**config.mk**
```make
export PLATFORM = sky130hd
export DESIGN_NAME = vdpc_top
export DESIGN_NICKNAME = d
export VERILOG_FILES = /design/src/design/vdpc_pkg.sv /design/src/design/vdpc_top.sv
export VERILOG_INCLUDE_DIRS = /design/src /design/src/design
export SDC_FILE = /design/constraint.sdc
export NUM_CORES = 1
export LEC_CHECK = 0
export ABC_CLOCK_PERIOD_IN_PS = 4100
export BUFFER_PORTS_ARGS = -buffer_cell sky130_fd_sc_hd__buf_2
export CAP_MARGIN = 30
export CORE_MARGIN = 1
export CORE_UTILIZATION = 57
export CTS_BUF_LIST = sky130_fd_sc_hd__clkbuf_4
export CTS_CLUSTER_DIAMETER = 80
export DETAILED_ROUTE_END_ITERATION = 8
export PLACE_DENSITY_LB_ADDON = 0.25
export SYNTH_ARGS = -nofsm -noshare
export SYNTH_HDL_FRONTEND = slang
export SYNTH_SLANG_ARGS = --single-unit
export TNS_END_PERCENT = 5
```
**constraint.sdc**
```tcl
create_clock -name i_clock -period 4.1 [get_ports i_clock]
set_clock_uncertainty 0.05 [all_clocks]
set_input_delay 0.615 -clock i_clock [delete_from_list [all_inputs] [get_ports i_clock]]
set_output_delay 0.615 -clock i_clock [all_outputs]
set_load 0.05 [all_outputs]
```
**src/design/vdpc_params.svh**
```systemverilog
/*
  Constants of the video digitizer pin control block: addresses, counts,
  reset values. Assumes a 50 MHz core clock.
*/
`ifndef VDPC_PARAMS_SVH
`define VDPC_PARAMS_SVH

`define VDPC_CLK_PERIOD_NS 20
`define VDPC_RST_MIN_NS 1000
`define VDPC_RST_MIN_CYC \
  ((`VDPC_RST_MIN_NS + `VDPC_CLK_PERIOD_NS - 1) / `VDPC_CLK_PERIOD_NS)
`define VDPC_ADDR_LOW 7'h4c
`define VDPC_ADDR_HIGH 7'h4d
`define VDPC_PHASE_HALF 6'h20
`define VDPC_FRAME_DELAY 4'h8
`define VDPC_FIFO_DEPTH 16
`define VDPC_BYTE_BITS 4'h8
`define VDPC_RST_BYTE 8'h00
`define VDPC_RST_PHASE 6'h00

`endif

```
**src/design/vdpc_pkg.sv**
```systemverilog
/*
  Types of the video digitizer pin control block.
  Assumes nothing beyond a SystemVerilog tool.
*/
package vdpc_pkg;

  typedef struct packed {
    logic [7:0] red;
    logic [7:0] green;
    logic [7:0] blue;
  } vdpc_rgb_t;

  typedef struct packed {
    vdpc_rgb_t rgb;
    logic line_sync;
  } vdpc_pix_t;

  typedef enum logic [2:0] {
    SER_IDLE,
    SER_ADDR,
    SER_ADDR_ACK,
    SER_WR,
    SER_WR_ACK,
    SER_RD,
    SER_RD_ACK
  } vdpc_ser_state_t;

endpackage : vdpc_pkg

```
**src/design/vdpc_top.sv**
```systemverilog
/*
  Pixel output port, sync outputs, sample phase invert, reset pin filter,
  crystal clock output and 2-wire slave of the video digitizer.
  Assumes one 50 MHz clock; pixel samples arrive from logic on that clock;
  pins are asynchronous and pass two flip-flops first.
*/
`timescale 1ns/1ps
`default_nettype none
`include "vdpc_params.svh"

module vdpc_fifo #(
  parameter int WIDTH = 25,
  parameter int DEPTH = 16
) (
  // Clock and reset
  input wire logic i_clock,
  input wire logic i_nrst,
  // Fill side
  input wire logic [WIDTH-1:0] i_data,
  input wire logic i_valid,
  output logic o_ready,
  // Drain side
  output logic [WIDTH-1:0] o_data,
  output logic o_valid,
  input wire logic i_ready
);
  localparam int AW = $clog2(DEPTH);
  logic [WIDTH-1:0] mem_ff [DEPTH];
  logic [AW:0] wr_ptr_ff;
  logic [AW:0] rd_ptr_ff;
  wire push = i_valid && o_ready;
  wire pop = o_valid && i_ready;
  wire ptr_same = wr_ptr_ff[AW-1:0] == rd_ptr_ff[AW-1:0];
  assign o_ready = !(ptr_same && (wr_ptr_ff[AW] != rd_ptr_ff[AW]));
  assign o_valid = wr_ptr_ff != rd_ptr_ff;
  assign o_data = mem_ff[rd_ptr_ff[AW-1:0]];

  always_ff @(posedge i_clock)
  begin
    if (push)
    begin
      mem_ff[wr_ptr_ff[AW-1:0]] <= i_data;
    end
  end

  always_ff @(posedge i_clock)
  begin
    if (!i_nrst)
    begin
      wr_ptr_ff <= '0;
      rd_ptr_ff <= '0;
    end
    else
    begin
      wr_ptr_ff <= wr_ptr_ff + (AW+1)'(push);
      rd_ptr_ff <= rd_ptr_ff + (AW+1)'(pop);
    end
  end
endmodule : vdpc_fifo

module vdpc_top (
  // Clock and reset
  input wire logic i_clock,
  input wire logic i_nrst,
  // Pins from outside
  input wire logic i_reset_pin_n,
  input wire logic i_sample_phase_invert,
  input wire logic i_slave_addr_select,
  input wire logic i_frame_sync_in,
  input wire logic i_scl,
  input wire logic i_sda,
  output logic o_sda,
  output logic o_sda_oe,
  // Configuration from on-chip logic
  input wire logic i_wide_mode,
  input wire logic i_xtal_div2,
  input wire logic [5:0] i_phase_code,
  output logic [5:0] o_sample_phase,
  // Pixel stream from the converters
  input wire vdpc_pkg::vdpc_pix_t i_pix,
  input wire logic i_pix_valid,
  output logic o_pix_ready,
  // Pixel output port
  output vdpc_pkg::vdpc_rgb_t o_primary,
  output vdpc_pkg::vdpc_rgb_t o_secondary,
  output logic o_pixel_bus_clock,
  output logic o_pixel_bus_clock_n,
  output logic o_aligned_line_sync_out,
  output logic o_aligned_frame_sync_out,
  output logic o_crystal_clock_buffer_out,
  // Control bytes of the 2-wire port
  output logic [7:0] o_ctrl_wdata,
  output logic o_ctrl_wstrobe,
  output logic o_ctrl_rd_req,
  input wire logic [7:0] i_ctrl_rdata
);
  import vdpc_pkg::*;

  // Pin synchronisers, stage one read only by stage two
  logic [5:0] pin_s1_ff;
  logic [5:0] pin_s2_ff;
  logic [1:0] ser_d_ff;
  logic frame_d_ff;
  wire [5:0] pin_raw = {i_reset_pin_n, i_sample_phase_invert,
    i_slave_addr_select, i_frame_sync_in, i_scl, i_sda};

  always_ff @(posedge i_clock)
  begin
    if (!i_nrst)
    begin
      pin_s1_ff <= 6'h23;
      pin_s2_ff <= 6'h23;
      ser_d_ff <= 2'h3;
      frame_d_ff <= 1'b0;
    end
    else
    begin
      pin_s1_ff <= pin_raw;
      pin_s2_ff <= pin_s1_ff;
      ser_d_ff <= pin_s2_ff[1:0];
      frame_d_ff <= pin_s2_ff[2];
    end
  end

  wire rst_pin_n = pin_s2_ff[5];
  wire invert_s = pin_s2_ff[4];
  wire addr_sel_s = pin_s2_ff[3];
  wire frame_s = pin_s2_ff[2];
  wire scl_s = pin_s2_ff[1];
  wire sda_s = pin_s2_ff[0];

  // Reset pin filter: short glitches never reset the core
  logic [5:0] low_cnt_ff;
  logic pin_rst_ff;
  wire low_long = low_cnt_ff == 6'(`VDPC_RST_MIN_CYC - 1);
  wire core_nrst = i_nrst && !pin_rst_ff;

  always_ff @(posedge i_clock)
  begin
    if (!i_nrst || rst_pin_n)
    begin
      low_cnt_ff <= 6'h00;
      pin_rst_ff <= 1'b0;
    end
    else if (!low_long)
    begin
      low_cnt_ff <= low_cnt_ff + 6'h01;
    end
    else
    begin
      pin_rst_ff <= 1'b1;
    end
  end

  // Sampling phase: half a pixel is 32 of 64 steps
  always_ff @(posedge i_clock)
  begin
    if (!core_nrst)
    begin
      o_sample_phase <= `VDPC_RST_PHASE;
    end
    else
    begin
      o_sample_phase <= i_phase_code + (invert_s ? `VDPC_PHASE_HALF
        : 6'h00);
    end
  end

  // Crystal clock copy; core clock / 2 stands for the crystal rate
  logic [1:0] xdiv_ff;
  always_ff @(posedge i_clock)
  begin
    if (!core_nrst)
    begin
      xdiv_ff <= 2'h0;
    end
    else
    begin
      xdiv_ff <= xdiv_ff + 2'h1;
    end
  end
  assign o_crystal_clock_buffer_out = i_xtal_div2 ? xdiv_ff[1]
    : xdiv_ff[0];

  // Pixel path through the FIFO; a full FIFO stalls the converters
  vdpc_pix_t fifo_pix;
  logic fifo_valid;
  logic fifo_take;
  vdpc_fifo #(
    .WIDTH($bits(vdpc_pix_t)),
    .DEPTH(`VDPC_FIFO_DEPTH)
  ) u_fifo (
    .i_clock(i_clock),
    .i_nrst(core_nrst),
    .i_data(i_pix),
    .i_valid(i_pix_valid),
    .o_ready(o_pix_ready),
    .o_data(fifo_pix),
    .o_valid(fifo_valid),
    .i_ready(fifo_take)
  );

  // One pixel beat every second clock; data only changes when ph is 0/2
  logic [1:0] ph_ff;
  vdpc_pix_t hold_ff;
  logic hold_vld_ff;
  logic dclk_ff;
  wire beat = !ph_ff[0];
  assign fifo_take = beat && !(i_wide_mode && ph_ff[1] && hold_vld_ff);
  wire got = fifo_take && fifo_valid;
  wire to_hold = got && i_wide_mode && !hold_vld_ff;
  wire load_pair = got && i_wide_mode && hold_vld_ff && !ph_ff[1];
  wire load_one = got && !i_wide_mode;
  wire hs_pair = hold_ff.line_sync || fifo_pix.line_sync;

  always_ff @(posedge i_clock)
  begin
    if (!core_nrst)
    begin
      ph_ff <= 2'h0;
      dclk_ff <= 1'b0;
      hold_vld_ff <= 1'b0;
      hold_ff <= '0;
    end
    else
    begin
      ph_ff <= ph_ff + 2'h1;
      dclk_ff <= i_wide_mode ? ph_ff[1] : ph_ff[0];
      hold_vld_ff <= to_hold || (hold_vld_ff && !load_pair);
      if (to_hold)
      begin
        hold_ff <= fifo_pix;
      end
    end
  end
  assign o_pixel_bus_clock = dclk_ff;
  assign o_pixel_bus_clock_n = !dclk_ff;

  always_ff @(posedge i_clock)
  begin
    if (!core_nrst)
    begin
      o_primary <= '0;
      o_secondary <= '0;
      o_aligned_line_sync_out <= 1'b0;
    end
    else if (load_pair)
    begin
      o_primary <= hold_ff.rgb;
      o_secondary <= fifo_pix.rgb;
      o_aligned_line_sync_out <= hs_pair;
    end
    else if (load_one)
    begin
      o_primary <= fifo_pix.rgb;
      o_secondary <= '0;
      o_aligned_line_sync_out <= fifo_pix.line_sync;
    end
  end

  // Artificial frame sync, lasting one line
  logic hs_d_ff;
  logic armed_ff;
  logic run_ff;
  logic [3:0] vs_cnt_ff;
  wire hs_trail = hs_d_ff && !o_aligned_line_sync_out;
  wire vs_hit = run_ff && beat && (vs_cnt_ff == `VDPC_FRAME_DELAY - 4'h1);

  always_ff @(posedge i_clock)
  begin
    if (!core_nrst)
    begin
      hs_d_ff <= 1'b0;
      armed_ff <= 1'b0;
      run_ff <= 1'b0;
      vs_cnt_ff <= 4'h0;
      o_aligned_frame_sync_out <= 1'b0;
    end
    else
    begin
      hs_d_ff <= o_aligned_line_sync_out;
      armed_ff <= (frame_s && !frame_d_ff) || (armed_ff && !vs_hit);
      run_ff <= (hs_trail && armed_ff) || (run_ff && !vs_hit);
      if (hs_trail)
      begin
        vs_cnt_ff <= 4'h0;
      end
      else if (run_ff && beat)
      begin
        vs_cnt_ff <= vs_cnt_ff + 4'h1;
      end
      o_aligned_frame_sync_out <= vs_hit
        || (o_aligned_frame_sync_out && !hs_trail);
    end
  end

  // 2-wire slave: SCL is sampled only, SDA is pulled low or released
  vdpc_ser_state_t st_ff;
  vdpc_ser_state_t nxt_st;
  logic [7:0] sh_ff;
  logic [7:0] nxt_sh;
  logic [3:0] bit_ff;
  logic [3:0] nxt_bit;
  logic oe_ff;
  logic nxt_oe;
  logic rw_ff;
  logic nxt_rw;
  wire scl_rise = scl_s && !ser_d_ff[1];
  wire scl_fall = !scl_s && ser_d_ff[1];
  wire start_c = scl_s && ser_d_ff[1] && ser_d_ff[0] && !sda_s;
  wire stop_c = scl_s && ser_d_ff[1] && !ser_d_ff[0] && sda_s;
  wire [6:0] my_addr = addr_sel_s ? `VDPC_ADDR_HIGH : `VDPC_ADDR_LOW;
  wire byte_done = bit_ff == `VDPC_BYTE_BITS;
  wire addr_hit = sh_ff[7:1] == my_addr;
  wire rd_load = scl_fall && ((st_ff == SER_ADDR_ACK && rw_ff)
    || st_ff == SER_RD_ACK);

  always_comb
  begin
    nxt_st = st_ff;
    nxt_sh = sh_ff;
    nxt_bit = bit_ff;
    nxt_oe = oe_ff;
    nxt_rw = rw_ff;
    if (start_c)
    begin
      nxt_st = SER_ADDR;
      nxt_bit = 4'h0;
      nxt_oe = 1'b0;
    end
    else if (stop_c)
    begin
      nxt_st = SER_IDLE;
      nxt_oe = 1'b0;
    end
    else if (rd_load)
    begin
      nxt_st = SER_RD;
      nxt_sh = {i_ctrl_rdata[6:0], 1'b0};
      nxt_oe = !i_ctrl_rdata[7];
      nxt_bit = 4'h1;
    end
    else
    begin
      case (st_ff)
        SER_ADDR, SER_WR:
        begin
          if (scl_rise && !byte_done)
          begin
            nxt_sh = {sh_ff[6:0], sda_s};
            nxt_bit = bit_ff + 4'h1;
          end
          else if (scl_fall && byte_done)
          begin
            nxt_oe = st_ff == SER_WR || addr_hit;
            nxt_rw = st_ff == SER_ADDR ? sh_ff[0] : rw_ff;
            nxt_st = st_ff == SER_WR ? SER_WR_ACK
              : addr_hit ? SER_ADDR_ACK : SER_IDLE;
          end
        end
        SER_ADDR_ACK, SER_WR_ACK:
        begin
          if (scl_fall)
          begin
            nxt_oe = 1'b0;
            nxt_st = SER_WR;
            nxt_bit = 4'h0;
          end
        end
        SER_RD:
        begin
          if (scl_fall)
          begin
            nxt_oe = byte_done ? 1'b0 : !sh_ff[7];
            nxt_st = byte_done ? SER_RD_ACK : SER_RD;
            nxt_sh = {sh_ff[6:0], 1'b0};
            nxt_bit = bit_ff + 4'h1;
          end
        end
        SER_RD_ACK:
        begin
          if (scl_rise && sda_s)
          begin
            nxt_st = SER_IDLE;
          end
        end
        default:
        begin
          nxt_oe = 1'b0;
        end
      endcase
    end
  end

  always_ff @(posedge i_clock)
  begin
    if (!core_nrst)
    begin
      st_ff <= SER_IDLE;
      sh_ff <= `VDPC_RST_BYTE;
      bit_ff <= 4'h0;
      oe_ff <= 1'b0;
      rw_ff <= 1'b0;
      o_ctrl_wdata <= `VDPC_RST_BYTE;
      o_ctrl_wstrobe <= 1'b0;
      o_ctrl_rd_req <= 1'b0;
    end
    else
    begin
      st_ff <= nxt_st;
      sh_ff <= nxt_sh;
      bit_ff <= nxt_bit;
      oe_ff <= nxt_oe;
      rw_ff <= nxt_rw;
      o_ctrl_wstrobe <= nxt_st == SER_WR_ACK && st_ff == SER_WR;
      o_ctrl_rd_req <= rd_load;
      if (nxt_st == SER_WR_ACK && st_ff == SER_WR)
      begin
        o_ctrl_wdata <= sh_ff;
      end
    end
  end
  assign o_sda = 1'b0;
  assign o_sda_oe = oe_ff;
endmodule : vdpc_top

`default_nettype wire

```
-- Yosys cells after proc, flatten, opt, wreduce, memory -nomap -nowiden
Memories as Yosys holds them, arrays and structs flattened. A register that Yosys moved wholly into a read port is not among the register bits.
Cells that the tools add are included.
- equality and inequality tests: 20
- bitwise gates (word level): 5
- reductions and logical operators: 75
- add/subtract/negate cells: 8
- multiplexer cells: 41
- operators with widths (kind ; count):
    two-way mux 24 bit ; 4
    logical AND 1 bit ; 34
    two-way mux 3 bit ; 9
    two-way mux 8 bit ; 3
    zero test 1 bit ; 21
    two-way mux 4 bit ; 5
    case mux 8 bit (2 select lines) ; 1
    != test 3 bit (second input constant) ; 5
    AND reduction 5 bit ; 3
    two-way mux 1 bit ; 13
    equality test 3 bit (second input constant) ; 4
    case mux 3 bit (4 select lines) ; 1
    case mux 4 bit (3 select lines) ; 1
    adder 5 x 1 -> 5 bit ; 2
    adder 4 x 1 -> 4 bit (second input constant) ; 2
    logical OR 1 bit ; 8
    OR reduction 2 bit ; 4
    equality test 7 bit ; 1
    AND reduction 7 bit ; 1
    adder 6 x 1 -> 6 bit (second input constant) ; 1
    adder 6 bit ; 1
    equality test 3 x 2 -> 1 bit (second input constant) ; 2
    equality test 6 bit (second input constant) ; 1
    two-way mux 6 bit ; 1
    other kinds (15) ; 21
- word-level logic and storage cells: 187
- output and inout bits: 72
- input port bits: 50
- register bits after elaboration: 153
- memories kept: 1
- memory bits (writable): 400
- memories (memory ; words ; width ; rd ports ; clocked after Yosys merged registers in ; wr ports ; RTL line ; text):
    u_fifo.mem_ff ; 16 ; 25 ; 1 ; 1 ; 1 ; vdpc_top.sv:28 ; logic [WIDTH-1:0] mem_ff [DEPTH];

-- Depth between registers and ports, before layout
- depth after elaboration: 12
- depth in mapped cells: 10
- gate-level depth less buffers: 9

-- By module
A second synthesis with hierarchy kept.
- cells, all modules: 1370
- area total of the unflattened synthesis: 21438.1 um^2
- by module, submodules not included (module ; seq. area each (um^2) ; area each (um^2) ; instances ; cells an instance):
    vdpc_fifo ; 12211.7 ; 15912.8 ; 1 ; 743
    vdpc_top ; 2862.7 ; 5525.3 ; 1 ; 627

-- Worst setup path after synthesis
No wires, ideal clock.
- path kind: flip-flop to flip-flop
- start point: register u_fifo.rd_ptr_ff[1]
- end point: memory u_fifo.mem_ff[0][0], enable pin
- cell stages (with the launch flop): 7
- library setup time: 0.439 ns
- arrival: 3.435 ns
- setup slack: 0.176 ns
- clock period less this slack: 3.924 ns
- required time: 3.611 ns
- buffers on the path: 1
- path through: dfxtp_1 -> buf_2 -> xor2_1 -> nor4_4 -> a21boi_0 -> or3b_2 -> nor3_1
- longest elaborated chain between the ends: 6
- ends and longest elaborated chain (what ; RTL line ; text):
    from (decl) ; vdpc_top.sv:30 ; logic [AW:0] rd_ptr_ff;
    from (signal assigned) ; vdpc_top.sv:56 ; rd_ptr_ff <= rd_ptr_ff + (AW+1)'(pop);
    equality test 4 bit ; vdpc_top.sv:33 ; wire ptr_same = wr_ptr_ff[AW-1:0] == rd_ptr_ff[AW-1:0];
    logical AND 1 bit ; vdpc_top.sv:34 ; assign o_ready = !(ptr_same && (wr_ptr_ff[AW] != rd_ptr_ff[AW]));
    zero test 1 bit ; vdpc_top.sv:34 ;
    logical AND 1 bit ; vdpc_top.sv:31 ; wire push = i_valid && o_ready;
    two-way mux 1 bit ; vdpc_top.sv:40 ; if (push)
    two-way mux 1 bit (implied by the code) ; vdpc_top.sv:42 ; mem_ff[wr_ptr_ff[AW-1:0]] <= i_data;
    to (decl) ; vdpc_top.sv:28 ;
Every way passes these cells.

-- Worst setup path in the final report
- start point: register u_fifo.wr_ptr_ff[3]
- end point: memory u_fifo.mem_ff[0][19], enable pin
- longest elaborated chain between the ends: 6
- ends and longest elaborated chain (what ; RTL line ; text):
    from (decl) ; vdpc_top.sv:29 ; logic [AW:0] wr_ptr_ff;
    from (signal assigned) ; vdpc_top.sv:55 ; wr_ptr_ff <= wr_ptr_ff + (AW+1)'(push);
    equality test 4 bit ; vdpc_top.sv:33 ;
    logical AND 1 bit ; vdpc_top.sv:34 ;
    zero test 1 bit ; vdpc_top.sv:34 ;
    logical AND 1 bit ; vdpc_top.sv:31 ;
    two-way mux 1 bit ; vdpc_top.sv:40 ;
    two-way mux 1 bit (implied by the code) ; vdpc_top.sv:42 ;
Several ways; a longest one is shown, not always the timed one.

==> metrics.md <==
| Metric | Value |
|---|---|
| Final Wtd Congestion | 0.794 |
| CP Cell Sequence | xor2_1 -> nor4_4 -> a21boi_0 -> or3b_2 -> nor3_2 -> buf_4 |
| FMAX | 319 MHz |
| Unrepaired setup endpoints after global routing | no |
| Hpwl dp | 27.1 mm |
| Crit path capture type | register |
| CTS tree | yes |
| Core Area | 0.0365 mm² |
| Register area share after synthesis | 71.5% |
| Clk_lat worst skew | 790 ps |
| Total grt overflow | 0 |
| CP Max Fanout | 25 |
| Slowest CP cell | dfxtp_1 |
| Final nets | 1556 |
| Via density | 5.95 |
| WHS | 73.1 ps |
| Required @ worst endpoint | 4450 ps |
| Die area | 0.0377 mm² |
| Clock tree buffer depth | 3 |
| Share of cells above drive strength 1 | 31.6% |
| Initial Utilization | 57.7% |
| Max-slew violation count | 0 |
| Status | finished, final reports clean |
| Post-route ant nets | 0 |
| Fraction of registers with async set/reset | 0% |
| Post-Syn Area | 0.0211 mm² |
| CP delay by family, top | simple AND/OR/NAND/NOR gates |
| Peak VDD IR | 259 µV |
| Endpoints failing hold | 0 |
| Die Span X | 194 µm |
| Number of synthesized flops with an enable pin | 400 |
| DR iter-0 viols | 950 |
| MaxCap Viol Count | 0 |
| DR pass1 iterations | 5 |
| Hold Crit Start | i_ctrl_rdata[7] |
| Critical path startpoint | u_fifo.wr_ptr_ff[3]$_SDFF_PN0_ |
| Initial antenna violation count | 3 |
| CTS buffer count | 138 |
| Hold Path Class | input port to register |
| Pwr per Cell Area | 534 mW/mm² |
| Cells after synthesis | 1266 |
| Reg-to-Reg Start | u_fifo.wr_ptr_ff[3]$_SDFF_PN0_ |
| Slew @ Worst Pin | 1010 ps |
| Post-Route WL | 45.4 mm |
| Post-CTS Hold Fix Bufs | 12 |
| TNS Setup | 0 ps |
| Largest net degree at the start of global routing | 61 |
| Vias | 12200 |
| Rel. slew slack | 32.7% |
| Crit share post-route | 76.5% |
| Post-cts sizing count | 0 |
| CTS H-tree depth | 4 |
| Setup Viol. Count Final | 0 |
| # Post-CTS Setup Buffers | 0 |
| Ys flop type | edfxtp_1 |
| Syn Nets | 1325 |
| CP peak stage delay | 610 ps |
| Critical Path AT | 3490 ps |
| Syn-to-layout area delta | 14.8% |
| Die Ht | 194 µm |
| Leakage | 0.00853 µW |
| Yosys Warn Count | 0 |
| # IOs | 122 |
| Final min period | 3140 ps |
| Root Buffer | clkbuf_4 |
| Clk pin slew, worst setup/hold paths | 70 ps |
| DRC viols | 0 |
| Buffers added on ports | 120 |
| Unique masters post-synth | 59 |
| Clock tree sinks | 553 |
| WL/cell | 22.1 µm |
| Seq cells post-synth | 553 |
| Overall global routing resource usage | 24.7% |
| Startpoint Class | register |
| Buf/Inv on CP | 1 |
| First-pass GRT wire length | 70.1 mm |
| Syn_area_per_cell | 16.6 µm² |
| Kind of critical path | register to register |
| Number of global-route vias before repair | 12400 |
| Rows | 70 |
## through the flow
step                power [µW]  util, %  cells  area (µm²)  setup slack, ps
global placement          8500     61.2   1813       22300             1180
CTS                      13000     66.2   2055       24200              947
global route             13500     66.2   2057       24200              833
finish                   12900     66.2   2057       24200              962
detailed placement        8540     61.2   1813       22300             1070
floorplan                 7970        -   1266       21100              176
## final timing paths
check	cells past startpoint	endpoint	slack, ps
setup reg to reg	6	u_fifo.mem_ff[0][19]$_DFFE_PP_	960
hold reg to reg	1	pin_s2_ff[0]$_SDFF_PN1_	370
setup / recovery	6	u_fifo.mem_ff[0][19]$_DFFE_PP_	960
hold / removal	3	o_sda_oe$_SDFFE_PP0P_	70
## layer usage
layer	GRT usage (%)	wire length, µm	vias up
li1	-	-	5515
met1	35.3	19800	6148
met2	37.5	21500	513
met3	5.91	3320	65
met4	8.41	694	2
met5	0	13	-
## logic make-up (layout without fill, tap and decap cells)
logic type                 Yosys count  after routing  share of synthesized area [%]
muxes                              169            169                           12.6
xor gates and xnor gates            25             25                           1.07
DFF                                553            553                           71.5
adders and majority gates            9              9                          0.534
and+or+nand+nor                    190            190                           4.51
AOI/OAI and AO/OA                  229            229                           7.71
other                                1              3                         0.0178
buffers and inverters               90            411                           1.97
## synth_stat cells, types with 7 or more instances
cell type	n	share of area, %
a211oi_1	11	0.39
a21oi_1	61	1.4
a221o_1	24	1.1
a22oi_1	26	0.93
a2bb2oi_1	24	1.0
and2_1	20	0.59
buf_1	7	0.12
buf_2	23	0.55
clkbuf_1	44	0.78
dfxtp_1	153	15
edfxtp_1	400	57
ha_1	9	0.53
inv_1	8	0.14
mux2_2	26	1.4
mux2i_1	68	3.2
mux4_2	75	8.0
nand2_1	16	0.29
nand2b_1	16	0.48
nand3_1	9	0.21
nor2_1	88	1.6
nor2b_1	9	0.27
nor3_1	9	0.21
o21ai_0	33	0.78
o2bb2ai_1	25	1.0
xnor2_1	11	0.46
xor2_1	13	0.54
## report_power, final
part | total (µW) | switching, µW | leakage, µW | internal [µW]
logic | 2100 | 1240 | 0.00265 | 869
registers | 6320 | 138 | 0.00486 | 6180
clock network | 4500 | 2070 | 0.00102 | 2420
## registers in the layout, indices dropped and copies added, names as in the netlist, 2 cells and up
signal            flops
st_ff                 3
o_secondary          24
low_cnt_ff            6
vs_cnt_ff             4
u_fifo.wr_ptr_ff      5
o_primary            24
u_fifo.mem_ff       400
pin_s1_ff             6
ser_d_ff              2
u_fifo.rd_ptr_ff      5
sh_ff                 8
o_ctrl_wdata          8
ph_ff                 2
bit_ff                4
hold_ff              25
o_sample_phase        6
xdiv_ff               2
pin_s2_ff             6
## layout make-up
class	count	area, µm²
multi-input combinational	623	5660
fill	2520	12300
clock buffer	194	1460
timing repair buffer	173	1100
clock inverter	36	258
inverter	8	30.0
antenna	2	5.00
sequential	553	15100
tap	468	586
## worst reg2reg max path: cells and delay by family, from the launching register on
| kind | cells | cell delay (ps) |
|---|---|---|
| compound gates | 1 | 560 |
| buf+inv | 1 | 400 |
| xor+xnor | 1 | 280 |
| flops | 1 | 610 |
| simple gates | 3 | 830 |
## layout by cell type (no fill, tap or decap), types with 3 or more instances in the layout
master,synthesis,final
dfxtp_1,153,149
nor3_2,0,4
clkinv_1,0,19
a21boi_0,3,3
mux2i_1,68,68
buf_4,3,35
clkbuf_4,0,194
bufinv_16,0,4
a221o_1,24,24
inv_2,0,6
nor2b_1,9,7
xor2_1,13,13
nand3b_1,5,5
o21a_1,3,3
nand2_1,16,16
buf_2,23,120
a21oi_1,61,60
o21ai_0,33,33
buf_12,0,6
ha_1,9,9
inv_1,8,8
edfxtp_1,400,400
xnor2_1,11,11
nand2b_1,16,16
o2bb2ai_1,25,25
nand3_1,9,9
a2bb2oi_1,24,24
and2_1,20,20
a211oi_1,11,11
clkinv_2,0,4
nor2_1,88,76
a22oi_1,26,26
nor3_1,9,5
mux2_2,26,26
nand4_1,5,5
nor2_2,0,12
mux4_2,75,75
dlygate4sd3_1,0,12
Note: power is estimated with default switching activity, not from simulation.
